`src/verilog/skip_pkg.sv`:
```
package skip_pkg;

   // ****************************************************************
   // widths and encodings
   // ****************************************************************
   localparam int DATA_W = 8;
   localparam int ADDR_W = 8;
   localparam int BIT_W = 3;
   localparam logic [DATA_W-1:0] INC_STEP = 8'h01;
   localparam logic [DATA_W-1:0] ZERO_BYTE = 8'h00;
   localparam logic [DATA_W-1:0] WORK_RESET = 8'h00;
   localparam logic [ADDR_W-1:0] ADDR_RESET = 8'h00;
   localparam logic [BIT_W-1:0] BIT_RESET = 3'h0;
   // cycles an instruction spends executing, plus one when skipping
   localparam int EXEC_CYCLES = 1;
   localparam int SKIP_CYCLES = 2;

   // conditional-skip operations handled by this unit
   typedef enum logic [1:0] {
      increment_skip_if_zero = 2'b00,
      increment_to_working_skip_if_zero = 2'b01,
      skip_if_bit_nonzero = 2'b10,
      skip_if_nonzero = 2'b11
   } skip_op_t;

   // sequencer states
   typedef enum logic [1:0] {
      st_idle = 2'b00,
      st_read = 2'b01,
      st_exec = 2'b10,
      st_dummy = 2'b11
   } skip_state_t;

endpackage : skip_pkg

```
`src/verilog/skip_eval_if.sv`:
```
`timescale 1ns/10ps
`default_nettype none

// carries one operation to the evaluator and its verdict back
interface skip_eval_if;
   skip_pkg::skip_op_t op;
   logic [skip_pkg::DATA_W-1:0] data;
   logic [skip_pkg::BIT_W-1:0] bit_sel;
   logic [skip_pkg::DATA_W-1:0] result;
   logic write_back;
   logic to_working;
   logic skip;

   modport seq (output op, output data, output bit_sel,
                input result, input write_back, input to_working, input skip);
   modport eval (input op, input data, input bit_sel,
                 output result, output write_back, output to_working, output skip);
endinterface : skip_eval_if

`default_nettype wire

```
`src/verilog/skip_eval.sv`:
```
`timescale 1ns/10ps
`default_nettype none

// ****************************************************************
// result and skip decision for one operand byte
// ****************************************************************
module skip_eval (
   skip_eval_if.eval ev // operation in, verdict out
);

   logic [skip_pkg::DATA_W-1:0] inc_val;

   // increment wraps silently; no carry leaves this module
   assign inc_val = ev.data + skip_pkg::INC_STEP; // RQ1

   // decode of the four operations
   always_comb
   begin
      ev.result = ev.data;
      ev.write_back = 1'b0;
      ev.to_working = 1'b0;
      ev.skip = 1'b0;
      case (ev.op)
         skip_pkg::increment_skip_if_zero:
         begin
            ev.result = inc_val; // RQ1
            ev.write_back = 1'b1; // RQ1
            ev.skip = (inc_val == skip_pkg::ZERO_BYTE); // RQ1
         end
         skip_pkg::increment_to_working_skip_if_zero:
         begin
            ev.result = inc_val; // RQ3
            ev.to_working = 1'b1; // RQ3
            ev.skip = (inc_val == skip_pkg::ZERO_BYTE); // RQ3
         end
         skip_pkg::skip_if_bit_nonzero:
         begin
            ev.skip = ev.data[ev.bit_sel]; // RQ5
         end
         skip_pkg::skip_if_nonzero:
         begin
            ev.write_back = 1'b1; // RQ6
            ev.skip = (ev.data != skip_pkg::ZERO_BYTE); // RQ6
         end
         default:
         begin
            ev.skip = 1'b0;
         end
      endcase
   end

endmodule : skip_eval

`default_nettype wire

```
`src/verilog/skip_unit.sv`:
```
`timescale 1ns/10ps
`default_nettype none

// What this block does
// RQ1 - increment-and-skip adds one to the memory byte, writes it back and skips when it wraps to zero.
// RQ2 - a taken skip spends one dummy slot so the instruction lasts two instruction cycles.
// RQ3 - the working-register variant puts the incremented value in the working register only.
// RQ4 - a nonzero increment result continues in sequence with no extra cycle.
// RQ5 - the bit test skips when the selected bit of the byte is one.
// RQ6 - the byte test reads the byte, writes the same value back and skips when it is nonzero.
// RQ7 - none of these instructions touches any status flag.
module skip_unit (
   input wire logic clk_i, // 40 MHz core clock
   input wire logic rst_i, // async reset, active high
   input wire logic op_valid_i, // instruction issued this cycle
   input wire skip_pkg::skip_op_t op_code_i, // which skip operation
   input wire logic [skip_pkg::ADDR_W-1:0] op_addr_i, // data memory address
   input wire logic [skip_pkg::BIT_W-1:0] op_bit_i, // bit number for bit test
   input wire logic [skip_pkg::DATA_W-1:0] mem_rdata_i, // read data, one cycle after read
   output logic ready_o, // unit can take an instruction
   output logic mem_rd_o, // data memory read strobe
   output logic mem_we_o, // data memory write strobe
   output logic [skip_pkg::ADDR_W-1:0] mem_addr_o, // data memory address
   output logic [skip_pkg::DATA_W-1:0] mem_wdata_o, // data memory write data
   output logic [skip_pkg::DATA_W-1:0] working_register_o, // working register
   output logic working_we_o, // working register updated
   output logic flag_we_o, // status flag write, never raised
   output logic done_o, // instruction finished
   output logic skip_o, // discard the next fetched instruction
   output logic dummy_o // dummy slot in progress
);

   // ****************************************************************
   // sequencer
   // ****************************************************************
   skip_pkg::skip_state_t state;
   skip_pkg::skip_op_t op_q;
   logic [skip_pkg::BIT_W-1:0] bit_q;

   skip_eval_if ev ();

   assign ev.op = op_q;
   assign ev.data = mem_rdata_i;
   assign ev.bit_sel = bit_q;

   skip_eval u_eval (
      .ev(ev)
   );

   // state walk: read, execute, optional dummy slot
   always_ff @(posedge clk_i or posedge rst_i)
   begin
      if (rst_i)
      begin
         state <= skip_pkg::st_idle;
      end
      else
      begin
         case (state)
            skip_pkg::st_idle:
            begin
               if (op_valid_i)
               begin
                  state <= skip_pkg::st_read;
               end
            end
            skip_pkg::st_read:
            begin
               state <= skip_pkg::st_exec;
            end
            skip_pkg::st_exec:
            begin
               // no extra slot when nothing is skipped
               state <= ev.skip ? skip_pkg::st_dummy : skip_pkg::st_idle; // RQ2 RQ4
            end
            skip_pkg::st_dummy:
            begin
               state <= skip_pkg::st_idle; // RQ2
            end
            default:
            begin
               state <= skip_pkg::st_idle;
            end
         endcase
      end
   end

   // capture of the issued operation
   always_ff @(posedge clk_i or posedge rst_i)
   begin
      if (rst_i)
      begin
         op_q <= skip_pkg::increment_skip_if_zero;
         bit_q <= skip_pkg::BIT_RESET;
         mem_addr_o <= skip_pkg::ADDR_RESET;
      end
      else if (state == skip_pkg::st_idle && op_valid_i)
      begin
         op_q <= op_code_i;
         bit_q <= op_bit_i;
         mem_addr_o <= op_addr_i;
      end
   end

   // handshake and strobes, all registered
   always_ff @(posedge clk_i or posedge rst_i)
   begin
      if (rst_i)
      begin
         ready_o <= 1'b1;
         mem_rd_o <= 1'b0;
         done_o <= 1'b0;
         skip_o <= 1'b0;
         dummy_o <= 1'b0;
      end
      else
      begin
         ready_o <= (state == skip_pkg::st_exec && !ev.skip) ||
                    (state == skip_pkg::st_dummy) ||
                    (state == skip_pkg::st_idle && !op_valid_i);
         mem_rd_o <= (state == skip_pkg::st_idle && op_valid_i);
         done_o <= (state == skip_pkg::st_exec);
         skip_o <= (state == skip_pkg::st_exec) && ev.skip; // RQ2
         // the dummy slot hides the fetch of the instruction after the skipped one
         dummy_o <= (state == skip_pkg::st_exec) && ev.skip; // RQ2
      end
   end

   // ****************************************************************
   // results to memory and working register
   // ****************************************************************
   always_ff @(posedge clk_i or posedge rst_i)
   begin
      if (rst_i)
      begin
         mem_we_o <= 1'b0;
         mem_wdata_o <= skip_pkg::ZERO_BYTE;
      end
      else
      begin
         // byte test rewrites the same value; working variant leaves memory alone
         mem_we_o <= (state == skip_pkg::st_exec) && ev.write_back; // RQ1 RQ3 RQ6
         if (state == skip_pkg::st_exec)
         begin
            mem_wdata_o <= ev.result; // RQ1 RQ6
         end
      end
   end

   // working register only written by the working variant
   always_ff @(posedge clk_i or posedge rst_i)
   begin
      if (rst_i)
      begin
         working_register_o <= skip_pkg::WORK_RESET;
         working_we_o <= 1'b0;
      end
      else
      begin
         working_we_o <= (state == skip_pkg::st_exec) && ev.to_working; // RQ3
         if (state == skip_pkg::st_exec && ev.to_working)
         begin
            working_register_o <= ev.result; // RQ3
         end
      end
   end

   // flags are never written, whatever the result
   always_ff @(posedge clk_i or posedge rst_i)
   begin
      if (rst_i)
      begin
         flag_we_o <= 1'b0;
      end
      else
      begin
         flag_we_o <= 1'b0; // RQ7
      end
   end

   // ****************************************************************
   // assertions
   // ****************************************************************
   logic [skip_pkg::DATA_W-1:0] rd_q;
   always_ff @(posedge clk_i or posedge rst_i)
   begin
      if (rst_i)
      begin
         rd_q <= skip_pkg::ZERO_BYTE;
      end
      else
      begin
         rd_q <= mem_rdata_i;
      end
   end

   property p_inc_wb;
      @(posedge clk_i) disable iff (rst_i)
      (state == skip_pkg::st_exec && op_q == skip_pkg::increment_skip_if_zero) |=>
         mem_we_o && mem_wdata_o == rd_q + skip_pkg::INC_STEP &&
         skip_o == (rd_q == 8'hFF);
   endproperty
   a_inc_wb: assert property (p_inc_wb) else $error("increment write-back wrong"); // RQ1

   property p_skip_len;
      @(posedge clk_i) disable iff (rst_i)
      skip_o |-> dummy_o ##1 (!dummy_o && ready_o);
   endproperty
   a_skip_len: assert property (p_skip_len) else $error("skip slot length wrong"); // RQ2

   property p_work;
      @(posedge clk_i) disable iff (rst_i)
      (state == skip_pkg::st_exec && op_q == skip_pkg::increment_to_working_skip_if_zero) |=>
         working_we_o && !mem_we_o && working_register_o == rd_q + skip_pkg::INC_STEP;
   endproperty
   a_work: assert property (p_work) else $error("working variant wrong"); // RQ3

   property p_noskip;
      @(posedge clk_i) disable iff (rst_i)
      (done_o && !skip_o) |-> ready_o && !dummy_o;
   endproperty
   a_noskip: assert property (p_noskip) else $error("extra cycle without skip"); // RQ4

   property p_bit;
      @(posedge clk_i) disable iff (rst_i)
      (state == skip_pkg::st_exec && op_q == skip_pkg::skip_if_bit_nonzero) |=>
         skip_o == rd_q[$past(bit_q)] && !mem_we_o;
   endproperty
   a_bit: assert property (p_bit) else $error("bit test wrong"); // RQ5

   property p_nz;
      @(posedge clk_i) disable iff (rst_i)
      (state == skip_pkg::st_exec && op_q == skip_pkg::skip_if_nonzero) |=>
         mem_we_o && mem_wdata_o == rd_q && skip_o == (rd_q != skip_pkg::ZERO_BYTE);
   endproperty
   a_nz: assert property (p_nz) else $error("byte test wrong"); // RQ6

   property p_flags;
      @(posedge clk_i) disable iff (rst_i)
      done_o |-> !flag_we_o && !$past(flag_we_o);
   endproperty
   a_flags: assert property (p_flags) else $error("status flag written"); // RQ7

   property p_issue;
      @(posedge clk_i) disable iff (rst_i)
      mem_rd_o |-> ##2 done_o;
   endproperty
   a_issue: assert property (p_issue) else $error("done not two cycles after read"); // RQ4

   c_skip: cover property (@(posedge clk_i) disable iff (rst_i) skip_o);
   c_noskip: cover property (@(posedge clk_i) disable iff (rst_i) done_o && !skip_o);
   c_work: cover property (@(posedge clk_i) disable iff (rst_i) working_we_o);
   c_b2b: cover property (@(posedge clk_i) disable iff (rst_i) done_o ##1 mem_rd_o);

endmodule : skip_unit

`default_nettype wire

```
`config.mk`:
```
export PLATFORM = sky130hd
export DESIGN_NAME = skip_unit
export DESIGN_NICKNAME = d
export VERILOG_FILES = /design/src/verilog/skip_pkg.sv /design/src/verilog/skip_eval_if.sv /design/src/verilog/skip_eval.sv /design/src/verilog/skip_unit.sv
export SDC_FILE = /design/constraint.sdc
export NUM_CORES = 1
export LEC_CHECK = 0
export ABC_AREA = 1
export BUFFER_PORTS_ARGS = -buffer_cell sky130_fd_sc_hd__buf_4
export CORE_ASPECT_RATIO = 1.75
export CORE_MARGIN = 2
export CORE_UTILIZATION = 50
export DETAILED_ROUTE_END_ITERATION = 6
export GPL_TIMING_DRIVEN = 0
export PLACE_DENSITY = 0.79
export SKIP_CTS_REPAIR_TIMING = 1
export SLEW_MARGIN = 20
export SYNTH_ARGS = -nofsm -noshare
export SYNTH_HDL_FRONTEND = slang
export SYNTH_SLANG_ARGS = --single-unit
```
`constraint.sdc`:
```
create_clock -name clk_i -period 1.6 [get_ports clk_i]
set_clock_uncertainty 0.05 [all_clocks]
set_input_delay 0.48 -clock clk_i [delete_from_list [all_inputs] [get_ports clk_i]]
set_output_delay 0.48 -clock clk_i [all_outputs]
set_load 0.02 [all_outputs]
```
==> impl_metrics.json <==
{
  "synth_edf_count": 0,
  "worst_slew_pin_slew_ns": 0.727,
  "htree_levels": 2,
  "die_w_um": 48.6,
  "ys_top_cells_by_count": "nand2_1, dfrtp_1, o21ai_0",
  "initial_utilization_pct": 51.8,
  "rsz0062_at_grt": "yes",
  "critPathKind": "reg -> reg",
  "finalCritPeriodShare_pct": 93.3,
  "yosys.area.top_type": "dfrtp_1",
  "clk_path_buf_depth": 2,
  "fin_ws_ns": 0.106,
  "switching_share_pct": 40.6,
  "nFillCells": 288,
  "ant_nets": 0,
  "power_density_nw_per_um2": 2010,
  "first_iter_violations": 46,
  "syn2layout_area_growth_pct": 35.4,
  "coreArea_um2": 3360,
  "yosysMostFrequentCell": "nand2_1",
  "synthesis.area_um2": 1740,
  "final_hold_viol_count": 0,
  "path_clk_slew_ns": 0.07,
  "critPathSlowestCell": "dfrtp_1",
  "cp_slowest_stage_delay_ns": 0.42,
  "cp_max_fo": 3,
  "synth_ff_type": "dfrtp_1",
  "synth.area.top_cells": "dfrtp_1, nand2_1, o21ai_0",
  "cp_top_family": "simple AND/OR/NAND/NOR gates",
  "syn_area_per_cell_um2": 8.18,
  "crit_top_cell": "nand3_1",
  "gp_congestion": 0.893,
  "drv_slew": 0,
  "switchingPower_uw": 1920,
  "grt_overflow": 0,
  "firstDrtPassIters": 4,
  "cp.arrival_ns": 1.67,
  "portBuffers": 54,
  "async_flop_share_pct": 100,
  "yosysUniqueCellTypes": 21,
  "wl_per_cell_um": 11.8,
  "synth_nets": 243,
  "grt_pass1_wl_mm": 6.34,
  "drc": 0,
  "comb_power_share_pct": 48.0,
  "dp_slack_ns": -0.144,
  "hpwl_mm": 2.94,
  "grt.total_usage_pct": 20.7,
  "fmax_mhz": 670,
  "die_area_um2": 3990,
  "io-pin-count": 56,
  "slew_headroom_pct": 51.4,
  "min_path_type": "in -> async",
  "critical_path_buf_inv_count": 1,
  "antennaDiodeCount": 0,
  "use_met1_pct": 21.4,
  "irDropWorstVdd_mv": 1.25,
  "seqCellArea_um2": 927,
  "p_seq_share_pct": 34.5,
  "cp-end-kind": "flop",
  "crit_required_ns": 1.78,
  "vias": 1601,
  "clock_latency_ns": 0.29,
  "use_met2_pct": 39.3,
  "p_int_uw": 2820,
  "netlist_instances": 213,
  "path_cells": "ha_1, nor3_2, nand3_1, nor2_1, nand3_1, nand2_1, nand2_2, inv_1",
  "multi_input_area_um2": 722,
  "p_leak_uw": 0.00129,
  "cts.sinks": 37,
  "synth_top_area_share_pct": 51.7,
  "yosysWarnings": 0,
  "place_area_um2": 2200,
  "clock_power_share_pct": 17.4,
  "die_h_um": 82.1,
  "antenna_found_initial": 0,
  "grt_pass1_vias": 1487,
  "grt_start_max_net_pins": 38,
  "seq_area_frac_synth_pct": 53.2,
  "cp-start-kind": "flop",
  "row_count": 28,
  "grt_busiest_layer": "met2",
  "cts_tree": "built",
  "gr-usage-met3_pct": 3.64,
  "root_buffer": "clkbuf_8",
  "min_period_ns": 1.49,
  "maxCapViolCount": 0,
  "outcome": "finished, final reports clean",
  "utilization_pct": 70.1,
  "finish.instance_area_um2": 2360,
  "synth-seq-cells": 37,
  "setup_viol": 0,
  "vias_per_cell": 4.97,
  "nets": 306,
  "cts_buffers": 5,
  "layout-drive-gt1-share_pct": 29.6,
  "drt_wl_total_mm": 3.79
}
-- placed cells by master (no fill, tap or decap), types with 3 or more instances in the layout --
cell	n
nand3_1	15
inv_2	4
ha_1	4
nor2_1	8
inv_1	19
clkbuf_8	6
dfrtp_1	36
nand2_2	3
xor2_1	3
o21ai_0	27
buf_4	58
nand2_1	78
-- flip-flops by register name, indices dropped and copies added (netlist names) --
name and flops:
bit_q 3, done_o 1, dummy_o 1, ev.op 2, mem_addr_o 8, mem_rd_o 1, mem_wdata_o 8, mem_we_o 1
ready_o 1, state 2, working_register_o 8, working_we_o 1
-- per-stage QoR --
stage | hold slack (ns) | total power [uW] | cells | TNS [ns]
3_3_place_gp | 0.414 | 3770 | 312 | -8.49
3_5_place_dp | 0.416 | 3840 | 312 | -0.997
4_1_cts | 0.288 | 4690 | 320 | -0.357
6_report | 0.267 | 4740 | 322 | 0
2_1_floorplan | 0.436 | 2960 | 213 | 0
5_1_grt | 0.340 | 5140 | 322 | -0.0658
-- worst register-to-register path, stage by stage (launching register included) --
cell	delay, ns
dfrtp_1	0.42
ha_1	0.24
nor3_2	0.18
nand3_1	0.09
nor2_1	0.11
nand3_1	0.12
nand2_1	0.10
nand2_2	0.07
inv_1	0.06
-- kinds of logic (layout without fill, tap and decap cells) --
family	count (synthesis)	after routing	share of synthesized area, %
simple gates	109	109	25.7
fa+ha+maj	6	6	4.31
other cells	1	1	0.215
compound gates	29	29	8.41
buf+inv	28	92	6.61
flops	37	37	53.2
xor+xnor	3	3	1.51
-- layer usage --
layer / vias to the layer above / routed length [um]
met5: - / 0
met4: 0 / 82
met3: 10 / 185
met2: 62 / 2150
met1: 739 / 1370
li1: 790 / -
-- layout make-up --
cell class | instances | area share [%]
Timing Repair Buffer | 56 | 17.8
Sequential cell | 37 | 39.3
Clock buffer | 7 | 3.66
Clock inverter | 1 | 1.27
Multi-Input combinational cell | 148 | 30.6
Inverter | 23 | 3.66
Tap cell | 45 | 2.39
Buffer | 5 | 1.27
-- final timing paths --
check / startpoint / end / slack (ns) / depth (start not counted)
min in group clk_i: op_addr_i[7] / mem_addr_o[7] / 0.33 / 3
max in group asynchronous: rst_i / working_register_o[3] / 0.77 / 2
min: rst_i / mem_addr_o[3] / 0.27 / 2
max reg2reg: ev.op[0] / dummy_o / 0.11 / 8
min reg2reg: mem_addr_o[3] / mem_addr_o[3] / 0.43 / 2
max: ev.op[0] / dummy_o / 0.11 / 8
-- power by group through the flow --
| stage | clock network [uW] | registers, uW | logic [uW] |
|---|---|---|---|
| global route | 895 | 1710 | 2540 |
| global placement | 0 | 1630 | 2130 |
| finish | 827 | 1640 | 2280 |
| floorplan | 0 | 2070 | 892 |
| CTS | 854 | 1640 | 2200 |
| detailed placement | 0 | 1650 | 2200 |
No activity file was read; power rests on OpenSTA's default activity.
